===== src/shared/hcl_pkg.sv =====
// Shared constants and types for the hub configuration loader
package hcl_pkg;

   localparam int unsigned SYS_CLK_HZ = 20_000_000;
   localparam int unsigned SCK_HZ = 1_000_000;
   // Half period of the serial clock, rounded up so the rate never exceeds SCK_HZ
   localparam int unsigned SCK_HALF_CYC = (SYS_CLK_HZ + 2 * SCK_HZ - 1) / (2 * SCK_HZ);
   localparam int unsigned STRAP_WAIT = 3;

   localparam logic [7:0] EE_READ_CMD = 8'h03;
   localparam int unsigned EE_A8_POS = 3;
   localparam logic [7:0] EE_ADDR_START = 8'h00;

   localparam logic [7:0] FMT_ID_ONLY = 8'hd0;
   localparam logic [7:0] FMT_EXT = 8'hd2;
   localparam logic [7:0] BLANK_BYTE = 8'hff;
   localparam int unsigned IMG_BYTES = 13;

   localparam int unsigned B_FMT = 0;
   localparam int unsigned B_VID_L = 1;
   localparam int unsigned B_VID_H = 2;
   localparam int unsigned B_PID_L = 3;
   localparam int unsigned B_PID_H = 4;
   localparam int unsigned B_DID_H = 6;
   localparam int unsigned B_FILTER = 7;
   localparam int unsigned B_PORTS = 8;
   localparam int unsigned B_MAXP = 9;
   localparam int unsigned B_CTRLI = 10;
   localparam int unsigned B_PWRGOOD = 11;
   localparam int unsigned B_FLAGS = 12;

   localparam int unsigned F_ACCEPT0 = 7;
   localparam int unsigned F_COMPOSITE = 6;
   localparam int unsigned F_FS_ONLY = 5;
   localparam int unsigned F_NO_IND = 4;
   localparam int unsigned F_GANG = 2;
   localparam logic [7:0] FLAGS_USED = 8'hf4;

   localparam logic [7:0] DEF_FILTER = 8'h88;
   localparam logic [7:0] DEF_PORTS = 8'hff;
   localparam logic [7:0] DEF_MAXP_FS = 8'h28;
   localparam logic [7:0] DEF_MAXP_HS = 8'h57;
   localparam logic [7:0] DEF_CTRL_FS = 8'h50;
   localparam logic [7:0] DEF_CTRL_HS = 8'hae;
   localparam logic [7:0] DEF_PWRGOOD = 8'h32;
   localparam logic [7:0] DEF_FLAGS = 8'h80;

   localparam int unsigned HC_COMPOUND = 2;
   localparam int unsigned HC_IND = 7;
   localparam logic [1:0] PWR_GANG = 2'b00;
   localparam logic [1:0] PWR_INDIV = 2'b01;
   localparam logic [7:0] DESC_HUB = 8'h29;
   localparam logic [7:0] DESC_ZERO = 8'h00;

   localparam logic [11:0] REG_CTRL = 12'h000;
   localparam logic [11:0] REG_STATUS = 12'h004;
   localparam logic [11:0] REG_IDS = 12'h008;
   localparam logic [11:0] REG_POWER = 12'h00c;
   localparam logic [11:0] REG_PORTS = 12'h010;
   localparam logic CTRL_RESET = 1'b0;

   typedef struct packed {
      logic vendor_class;
      logic ext_format;
      logic fallback;
      logic [15:0] vid;
      logic [15:0] pid;
      logic [7:0] did_hi;
      logic [3:0] live_port_fault_filter;
      logic [3:0] idle_port_fault_filter;
      logic [3:0] usable_port_mask;
      logic [3:0] detachable_port_mask;
      logic [2:0] port_count;
      logic [7:0] logical_port_map;
      logic [7:0] budget_fs;
      logic [7:0] budget_hs;
      logic [7:0] need_fs;
      logic [7:0] need_hs;
      logic [7:0] power_good_delay;
      logic accept_zero_descriptor_type;
      logic composite_member_flag;
      logic fs_restricted;
      logic indicator_suppress;
      logic shared_power_switching;
      logic [15:0] hub_characteristics;
   } hcl_cfg_t;

   typedef enum logic [6:0] {
      ST_IDLE = 7'b0000001,
      ST_CMD = 7'b0000010,
      ST_AHI = 7'b0000100,
      ST_ALO = 7'b0001000,
      ST_DATA = 7'b0010000,
      ST_DECODE = 7'b0100000,
      ST_DONE = 7'b1000000
   } hcl_state_t;

endpackage


===== src/hcl_loader.sv =====
// Hub configuration loader: EEPROM image read, decode and APB view
`timescale 1ns/10ps
// Notes on behaviour
// Read with two address bytes, or one byte with address bit 8 in command.
// An image of all 0xFF bytes makes the hub a vendor-class device.
// Loaded settings change only after a power cycle, never at run time.
// Format 0xD0 takes only identifiers; everything else uses built-in defaults.
// Software must write 0xD2 in byte 0 and bytes 1 to 12.
// Vendor ID bytes 1-2, product ID 3-4, byte 5 ignored, device ID 6.
// Byte 7 holds filter times: upper nibble live ports, lower idle; default 0x88.
// Byte 8 upper nibble is the usable port mask; its ones are port count.
// Usable physical ports get consecutive logical numbers from one; the map stores them from zero.
// Byte 8 lower nibble flags removable logical ports.
// Byte 9 is the power budget in 2 mA; defaults 0x28 FS, 0x57 HS.
// Byte 10 is controller current in mA; defaults 0x50 FS, 0xAE HS.
// Byte 11 is power-good delay in 2 ms; default 0x32.
// Bit 7 of byte 12 lets type 0x00 pass; else such requests stall.
// Bit 6 of byte 12 goes to hub characteristics bit 2.
// Bit 5 of byte 12 keeps the hub at full speed only.
// Bit 4 of byte 12 disables indicators and clears characteristics bit 7.
// Bit 2 of byte 12 selects ganged power, shown in bits 4,3,1,0.
// Image writer keeps byte 12 bits 3, 1 and 0 at zero.
// Characteristics bits 1:0 read 00 for ganged, 01 for per-port switching.
// Read from address 0 after reset, decode before connecting, else defaults.
module hcl_loader
   import hcl_pkg::*;
#(
   parameter logic [15:0] DEF_VID = 16'h0001, // Arbitrary value
   parameter logic [15:0] DEF_PID = 16'h0002, // Arbitrary value
   parameter logic [7:0] DEF_DID = 8'h01 // Arbitrary value
) (
   input wire logic clk,
   input wire logic reset_n,
   input wire logic psel,
   input wire logic penable,
   input wire logic pwrite,
   input wire logic [11:0] paddr,
   input wire logic [31:0] pwdata,
   output logic [31:0] prdata,
   output logic pready,
   output logic pslverr,
   output logic ee_cs_n,
   output logic ee_sck,
   output logic ee_mosi,
   input wire logic ee_miso,
   input wire logic two_byte_addr_strap,
   input wire logic hs_link,
   input wire logic desc_req,
   input wire logic [7:0] desc_type,
   output logic desc_stall,
   output hcl_pkg::hcl_cfg_t cfg,
   output logic load_done,
   output logic upstream_connect_en,
   output logic hs_allowed,
   output logic indicator_en,
   output logic [7:0] max_power_now,
   output logic [7:0] contr_current_now
);
   import hcl_pkg::*;

   localparam logic [4:0] HALF_LAST = 5'(SCK_HALF_CYC - 1);
   localparam logic [1:0] WAIT_LAST = 2'(STRAP_WAIT);
   localparam logic [3:0] IDX_LAST = 4'(IMG_BYTES - 1);

   hcl_state_t state_q;
   logic [1:0] miso_sync_q;
   logic [1:0] strap_sync_q;
   logic [4:0] div_q;
   logic [1:0] wait_q;
   logic two_byte_q;
   logic cs_n_q;
   logic launch_q;
   logic [3:0] idx_q;
   logic [7:0] img_q [IMG_BYTES];
   hcl_cfg_t cfg_q;
   logic done_q;
   logic hold_q;
   logic [31:0] prdata_q;
   logic [7:0] maxp_q;
   logic [7:0] need_q;

   wire tick = (div_q == HALF_LAST);
   wire spi_busy;
   wire spi_done;
   wire [7:0] spi_rx;
   wire [7:0] cmd_byte = two_byte_q ? EE_READ_CMD : (EE_READ_CMD | 8'(1'b0 << EE_A8_POS));
   wire [7:0] tx_byte = (state_q == ST_CMD) ? cmd_byte : EE_ADDR_START;

   hcl_spi_byte u_spi (
      .clk(clk),
      .reset_n(reset_n),
      .tick(tick),
      .start(launch_q),
      .tx_byte(tx_byte),
      .miso_s(miso_sync_q[1]),
      .busy(spi_busy),
      .done(spi_done),
      .rx_byte(spi_rx),
      .sck(ee_sck),
      .mosi(ee_mosi)
   );

   always_ff @(posedge clk) begin
      if (!reset_n) begin
         miso_sync_q <= 2'b00;
         strap_sync_q <= 2'b00;
         div_q <= 5'h00;
      end else begin
         miso_sync_q <= {miso_sync_q[0], ee_miso};
         strap_sync_q <= {strap_sync_q[0], two_byte_addr_strap};
         div_q <= tick ? 5'h00 : div_q + 5'h01;
      end
   end

   // Load sequence; cfg_q is written in ST_DECODE only, reached once per reset
   always_ff @(posedge clk) begin
      launch_q <= 1'b0;
      if (!reset_n) begin
         state_q <= ST_IDLE;
         wait_q <= 2'h0;
         two_byte_q <= 1'b0;
         cs_n_q <= 1'b1;
         idx_q <= 4'h0;
         done_q <= 1'b0;
      end else begin
         case (state_q)
            ST_IDLE: begin
               wait_q <= wait_q + 2'h1;
               if (wait_q == WAIT_LAST) begin
                  two_byte_q <= strap_sync_q[1];
                  cs_n_q <= 1'b0;
                  launch_q <= 1'b1;
                  state_q <= ST_CMD;
               end
            end
            ST_CMD: if (spi_done) begin
               launch_q <= 1'b1;
               state_q <= two_byte_q ? ST_AHI : ST_ALO;
            end
            ST_AHI: if (spi_done) begin
               launch_q <= 1'b1;
               state_q <= ST_ALO;
            end
            ST_ALO: if (spi_done) begin
               launch_q <= 1'b1;
               state_q <= ST_DATA;
            end
            ST_DATA: if (spi_done) begin
               idx_q <= idx_q + 4'h1;
               if (idx_q == IDX_LAST) begin
                  cs_n_q <= 1'b1;
                  state_q <= ST_DECODE;
               end else begin
                  launch_q <= 1'b1;
               end
            end
            ST_DECODE: begin
               done_q <= 1'b1;
               state_q <= ST_DONE;
            end
            ST_DONE: state_q <= ST_DONE;
            default: state_q <= ST_IDLE;
         endcase
      end
   end

   always_ff @(posedge clk) begin
      if (state_q == ST_DATA && spi_done) begin
         img_q[idx_q] <= spi_rx;
      end
   end

   // Decode of the captured image
   function automatic logic [2:0] ones_below(input logic [3:0] m, input int unsigned n);
      logic [2:0] c;
      c = 3'h0;
      for (int k = 0; k < 4; k++) begin
         if (k < n) begin
            c = c + {2'b00, m[k]};
         end
      end
      return c;
   endfunction

   logic [IMG_BYTES-1:0] is_ff;
   genvar g;
   for (g = 0; g < IMG_BYTES; g++) begin : g_blank
      assign is_ff[g] = (img_q[g] == BLANK_BYTE);
   end

   wire blank = &is_ff;
   wire fmt_id = (img_q[B_FMT] == FMT_ID_ONLY);
   wire fmt_ext = (img_q[B_FMT] == FMT_EXT);
   wire known = (fmt_id || fmt_ext) && !blank;
   wire ext = fmt_ext && !blank;
   wire [7:0] b_filter = ext ? img_q[B_FILTER] : DEF_FILTER;
   wire [7:0] b_ports = ext ? img_q[B_PORTS] : DEF_PORTS;
   wire [7:0] b_flags = ext ? (img_q[B_FLAGS] & FLAGS_USED) : DEF_FLAGS;
   wire [3:0] mask_new = b_ports[7:4];
   wire gang_new = b_flags[F_GANG];
   wire [1:0] pwr_mode = gang_new ? PWR_GANG : PWR_INDIV;
   wire [7:0] lmap_new;

   for (g = 0; g < 4; g++) begin : g_lmap
      wire [2:0] below = ones_below(mask_new, g);
      assign lmap_new[2*g +: 2] = below[1:0];
   end

   hcl_cfg_t cfg_d;
   always_comb begin
      cfg_d = '0;
      cfg_d.vendor_class = blank;
      cfg_d.ext_format = ext;
      cfg_d.fallback = !known && !blank;
      cfg_d.vid = known ? {img_q[B_VID_H], img_q[B_VID_L]} : DEF_VID;
      cfg_d.pid = known ? {img_q[B_PID_H], img_q[B_PID_L]} : DEF_PID;
      cfg_d.did_hi = known ? img_q[B_DID_H] : DEF_DID;
      cfg_d.live_port_fault_filter = b_filter[7:4];
      cfg_d.idle_port_fault_filter = b_filter[3:0];
      cfg_d.usable_port_mask = mask_new;
      cfg_d.detachable_port_mask = b_ports[3:0];
      cfg_d.port_count = ones_below(mask_new, 4);
      cfg_d.logical_port_map = lmap_new;
      cfg_d.budget_fs = ext ? img_q[B_MAXP] : DEF_MAXP_FS;
      cfg_d.budget_hs = ext ? img_q[B_MAXP] : DEF_MAXP_HS;
      cfg_d.need_fs = ext ? img_q[B_CTRLI] : DEF_CTRL_FS;
      cfg_d.need_hs = ext ? img_q[B_CTRLI] : DEF_CTRL_HS;
      cfg_d.power_good_delay = ext ? img_q[B_PWRGOOD] : DEF_PWRGOOD;
      cfg_d.accept_zero_descriptor_type = b_flags[F_ACCEPT0];
      cfg_d.composite_member_flag = b_flags[F_COMPOSITE];
      cfg_d.fs_restricted = b_flags[F_FS_ONLY];
      cfg_d.indicator_suppress = b_flags[F_NO_IND];
      cfg_d.shared_power_switching = gang_new;
      cfg_d.hub_characteristics = {8'h00, !b_flags[F_NO_IND], 2'b00, pwr_mode,
                                   b_flags[F_COMPOSITE], pwr_mode};
   end

   // Speed-dependent figures are held in flops so the ports never glitch
   wire hs_now = hs_link && !cfg_q.fs_restricted;

   always_ff @(posedge clk) begin
      if (!reset_n) begin
         cfg_q <= '0;
         maxp_q <= 8'h00;
         need_q <= 8'h00;
      end else begin
         if (state_q == ST_DECODE) begin
            cfg_q <= cfg_d;
         end
         maxp_q <= hs_now ? cfg_q.budget_hs : cfg_q.budget_fs;
         need_q <= hs_now ? cfg_q.need_hs : cfg_q.need_fs;
      end
   end

   assign cfg = cfg_q;
   assign load_done = done_q;
   assign ee_cs_n = cs_n_q;
   assign max_power_now = maxp_q;
   assign contr_current_now = need_q;
   assign upstream_connect_en = done_q && !hold_q;
   assign hs_allowed = done_q && !cfg_q.fs_restricted;
   assign indicator_en = done_q && !cfg_q.indicator_suppress;
   wire type_ok = (desc_type == DESC_HUB) ||
                  (desc_type == DESC_ZERO && cfg_q.accept_zero_descriptor_type);
   assign desc_stall = desc_req && !type_ok;

   // APB slave: zero wait states, read data fetched during setup
   wire sel_ctrl = (paddr == REG_CTRL);
   wire sel_status = (paddr == REG_STATUS);
   wire sel_ids = (paddr == REG_IDS);
   wire sel_power = (paddr == REG_POWER);
   wire sel_ports = (paddr == REG_PORTS);
   wire mapped = sel_ctrl || sel_status || sel_ids || sel_power || sel_ports;
   wire wr_ctrl = psel && penable && pwrite && sel_ctrl;
   wire [31:0] rd_status = {16'h0000, img_q[B_FMT], 4'h0, cfg_q.fallback,
                            cfg_q.ext_format, cfg_q.vendor_class, done_q};
   wire [31:0] rd_power = {cfg_q.did_hi, maxp_q, need_q, cfg_q.power_good_delay};
   wire [31:0] rd_ports = {4'h0, cfg_q.hub_characteristics, 1'b0, cfg_q.port_count,
                           cfg_q.usable_port_mask, cfg_q.detachable_port_mask};
   wire [31:0] rd_mux = sel_ctrl ? {31'h0, hold_q} :
                        sel_status ? rd_status :
                        sel_ids ? {cfg_q.pid, cfg_q.vid} :
                        sel_power ? rd_power :
                        sel_ports ? rd_ports : 32'h0000_0000;

   always_ff @(posedge clk) begin
      if (!reset_n) begin
         hold_q <= CTRL_RESET;
         prdata_q <= 32'h0000_0000;
      end else begin
         if (wr_ctrl) begin
            hold_q <= pwdata[0];
         end
         if (psel && !penable) begin
            prdata_q <= rd_mux;
         end
      end
   end

   assign prdata = prdata_q;
   assign pready = 1'b1;
   assign pslverr = psel && penable && !mapped;
endmodule


===== src/hcl_spi_byte.sv =====
// Serial EEPROM byte shifter, mode 0, paced by a half-period tick
`timescale 1ns/10ps
module hcl_spi_byte (
   input wire logic clk,
   input wire logic reset_n,
   input wire logic tick,
   input wire logic start,
   input wire logic [7:0] tx_byte,
   input wire logic miso_s,
   output logic busy,
   output logic done,
   output logic [7:0] rx_byte,
   output logic sck,
   output logic mosi
);
   logic busy_q;
   logic done_q;
   logic sck_q;
   logic [2:0] cnt_q;
   logic [7:0] sh_q;
   logic [7:0] rx_q;

   assign busy = busy_q;
   assign done = done_q;
   assign rx_byte = rx_q;
   assign sck = sck_q;
   assign mosi = sh_q[7];

   always_ff @(posedge clk) begin
      done_q <= 1'b0;
      if (!reset_n) begin
         busy_q <= 1'b0;
         sck_q <= 1'b0;
         cnt_q <= 3'h0;
         sh_q <= 8'h00;
         rx_q <= 8'h00;
      end else if (start && !busy_q) begin
         busy_q <= 1'b1;
         sh_q <= tx_byte;
         cnt_q <= 3'h0;
      end else if (busy_q && tick && !sck_q) begin
         // Sample on the rising edge; the device drives on the falling one
         sck_q <= 1'b1;
         rx_q <= {rx_q[6:0], miso_s};
      end else if (busy_q && tick) begin
         sck_q <= 1'b0;
         sh_q <= {sh_q[6:0], 1'b0};
         cnt_q <= cnt_q + 3'h1;
         if (cnt_q == 3'h7) begin
            busy_q <= 1'b0;
            done_q <= 1'b1;
         end
      end
   end
endmodule


===== config.mk =====
export PLATFORM = sky130hd
export DESIGN_NAME = hcl_loader
export DESIGN_NICKNAME = d
export VERILOG_FILES = /design/src/shared/hcl_pkg.sv /design/src/hcl_loader.sv /design/src/hcl_spi_byte.sv
export SDC_FILE = /design/constraint.sdc
export NUM_CORES = 1
export LEC_CHECK = 0
export BUFFER_PORTS_ARGS = -buffer_cell sky130_fd_sc_hd__buf_2
export CAP_MARGIN = 25
export CORE_UTILIZATION = 59
export DETAILED_ROUTE_END_ITERATION = 12
export GPL_TIMING_DRIVEN = 0
export HOLD_SLACK_MARGIN = 0.15
export PLACE_DENSITY_LB_ADDON = 0.3
export SKIP_CTS_REPAIR_TIMING = 1
export SYNTH_ARGS = -nofsm -noshare
export SYNTH_HDL_FRONTEND = slang
export SYNTH_HIERARCHICAL = 1
export SYNTH_SLANG_ARGS = --single-unit

===== constraint.sdc =====
create_clock -name clk -period 6.5 [get_ports clk]
set_input_delay 1.3 -clock clk [delete_from_list [all_inputs] [get_ports clk]]
set_output_delay 1.3 -clock clk [all_outputs]
set_load 0.02 [all_outputs]

==> flow_summary_export.csv <==
group,metric,value,unit
final_layout,drive_gt1_frac,0.253,
critical_path,cp-end-kind,"output pin",
synthesis,synth-compound-area-share,0.149,
sta,drv_slew,0,
route,detail_route.wirelength,36700,um
synthesis,synth_edf_count,104,
route,first_iter_violations,1232,
final_layout,instances_no_fill,1633,
critical_path,critPathLaunchType,"input pin",
sta,period_minus_slack,4.59,ns
route,drt-wirelength-per-cell,22.5,um
synthesis,synth_mux_area_frac,0.0154,
critical_path,crit_arrival,3.29,ns
synthesis,yosysMostFrequentCell,"dfxtp_1",
global_route,grt-ovfl-total,0,
final_layout,final_util,0.736,
synthesis,synth_xor_area_frac,0.00655,
synthesis,synth_top_area_share,0.346,
floorplan,die_area,21000,um^2
cts,clockBufferDepth,3,
global_route,antenna_found_initial,0,
critical_path,criticalPathCategory,"in -> out",
synthesis,yosysSeqAreaShare,0.606,
synthesis,yosys_warnings,6,
sta,fin_hold_ws,0.438,ns
synthesis,synth_top_area_cell,"dfxtp_1",
place,dp_cells,1576,
sta,fin_tns_setup,0,ns
floorplan,initial_utilization,0.610,
synthesis,yosys.area_share.simple,0.163,
pwr,p_per_area,279,nW/um^2
critical_path,path_max_fanout,10,
synthesis,syn_inst,1091,
global_route,grt_pass1_wl,53700,um
sta,max_freq,218,MHz
synthesis,synth_top_family_by_area,"simple AND/OR/NAND/NOR gates",
critical_path,r2r.worst_path.cells,8,
synthesis,synth.avg_cell_area,11.0,um^2
synthesis,ys_types,62,
global_route,grt_usage,0.350,
critical_path,crit_required,5.20,ns
cts,cts_tree,"built",
route,first_pass_iters,6,
cts,clkSlewWorstSetupHoldPaths,0.06,ns
synthesis,async_flop_share,0,
cts,clock_sinks,312,
pwr,ir_drop,0.000236,V
cts,cts_max_level,1,
sta,min_period_over_period,0.706,
route,remaining_drc_errors,0,
floorplan,die_w,145,um
pwr,leakagePower,5.79,nW
floorplan,rows,51,
place,port_buffers,200,
final_layout,finalNetCount,1419,
place,gp_congestion,1.01,
status,status,"complete, no violations",
floorplan,die_y,145,um
min_path,holdPathStages,1,
cts,cts_root_buffer,"clkbuf_16",
final_layout,n_antenna_cell,0,
sta,worst_slew_pin_slew,0.990,ns
run,cap_violations,0,
synthesis,ys_top_cells_by_count,"dfxtp_1 (208), nor2_1 (112), edfxtp_1 (104), nand2_1 (103), a22oi_1 (90)",
global_route,grt_pass1_vias,9386,
sta,slew_headroom,0.334,
route,vias,10086,
sta,setup_violations,0,
sta,fin_skew,0.0246,ns
cts,numCtsBuffers,30,
place,dp_hpwl,26000,um
min_path,hold_class,"reg -> reg",
final_layout,area_growth,20.7,%
synthesis,synth.area.top_cells,"dfxtp_1 (35%), edfxtp_1 (26%), a22oi_1 (5.6%), nor2_1 (3.5%), nand2_1 (3.2%)",
route,drtAntennaViolNets,0,
synthesis,ys_ff_latch,312,
synthesis,ys.flop_type,"dfxtp_1",
pwr,design_power_total,4.06,mW
route,vias_per_cell,6.18,
synthesis,synthAdderAreaFrac,0.0158,
sta,hold_viol,0,
cts,clock_latency,0.56,ns
global_route,grt_max_degree,16,
floorplan,core_area,19700,um^2
sta,rsz0062_at_grt,"false",
synthesis,syn-cell-area,12000,um^2
floorplan,pin_count,250,
[placed cells by master, fill, tap and decap left out, types with 5 or more instances in the layout]
master,count
buf_2,209
clkbuf_1,54
nor2b_1,17
nand4_1,31
clkbuf_16,32
nor4_1,12
buf_6,5
o21ai_0,39
and2_1,16
ha_1,12
inv_1,5
dfxtp_1,208
nor3_1,14
edfxtp_1,104
a22oi_1,90
a31oi_1,8
o21ai_1,9
clkbuf_8,5
nor2_1,112
nand2b_1,15
nand3_1,23
xor2_1,5
and3_1,11
o21ai_2,10
buf_4,23
o221a_2,27
mux2i_1,14
conb_1,22
a21oi_1,50
nand2_1,103
[power breakdown]
| group | switching [mW] | internal, mW |
|---|---|---|
| Sequential | 0.0152 | 2.02 |
| Combinational | 0.126 | 0.0647 |
| Clock | 0.716 | 1.11 |
| Total | 0.857 | 3.20 |
[metrics by stage]
step,instance area (um^2),worst slack (ns)
global route,14500,1.83
floorplan,12100,2.37
finish,14500,1.91
detailed placement,13500,1.95
CTS,14500,1.94
global placement,13400,1.98
[critical path, cell delays in order]
cell and delay (ns):
buf_2 0.09, or4_4 0.55, or2_0 0.23, buf_6 0.14, nor4b_4 0.66, nor3_1 0.11, buf_2 0.19
[layer usage]
| layer | track usage | up-vias | share of wire |
|---|---|---|---|
| li1 | - | 4484 | - |
| met1 | 0.430 | 4744 | 0.36 |
| met2 | 0.548 | 717 | 0.46 |
| met3 | 0.0869 | 141 | 0.12 |
| met4 | 0.235 | 0 | 0.065 |
| met5 | 0 | - | 0 |
[sequential cells by signal (all words and copies together), names as in the netlist]
register / flops
cfg: 111
img_q: 104
prdata: 32
contr_current_now: 8
max_power_now: 8
u_spi/rx_byte: 8
u_spi/sh_q: 8
state_q: 7
div_q: 5
idx_q: 4
u_spi/cnt_q: 3
miso_sync_q: 2
strap_sync_q: 2
wait_q: 2
ee_cs_n: 1
hold_q: 1
launch_q: 1
load_done: 1
two_byte_q: 1
u_spi/busy: 1
u_spi/done: 1
u_spi/sck: 1
[logic make-up (layout without fill, tap and decap cells)]
family,after synthesis,in the layout
xor gates and xnor gates,9,9
buffers and inverters,95,352
AOI/OAI and AO/OA,256,256
other,2,22
adders and majority gates,14,14
and+or+nand+nor,385,385
muxes,18,18
DFF,312,312
[worst paths after layout]
path                  startpoint        endpoint  slack (ns)
setup / recovery       paddr[10]         pslverr        1.91
hold / removal    miso_sync_q[0]  miso_sync_q[1]        0.44
setup reg to reg     img_q[0][0]         cfg[70]        3.49
hold reg to reg   miso_sync_q[0]  miso_sync_q[1]        0.44
[area by class of cell]
type | instances | area (um^2)
sequential | 312 | 7290
tap | 265 | 332
clock inverter | 10 | 146
clock buffer | 46 | 906
inverter | 7 | 26.3
fill | 1379 | 5200
buffer | 88 | 494
timing repair buffer | 201 | 1010
multi-input combinational | 704 | 4320
Power figures use the tool's default switching activity.
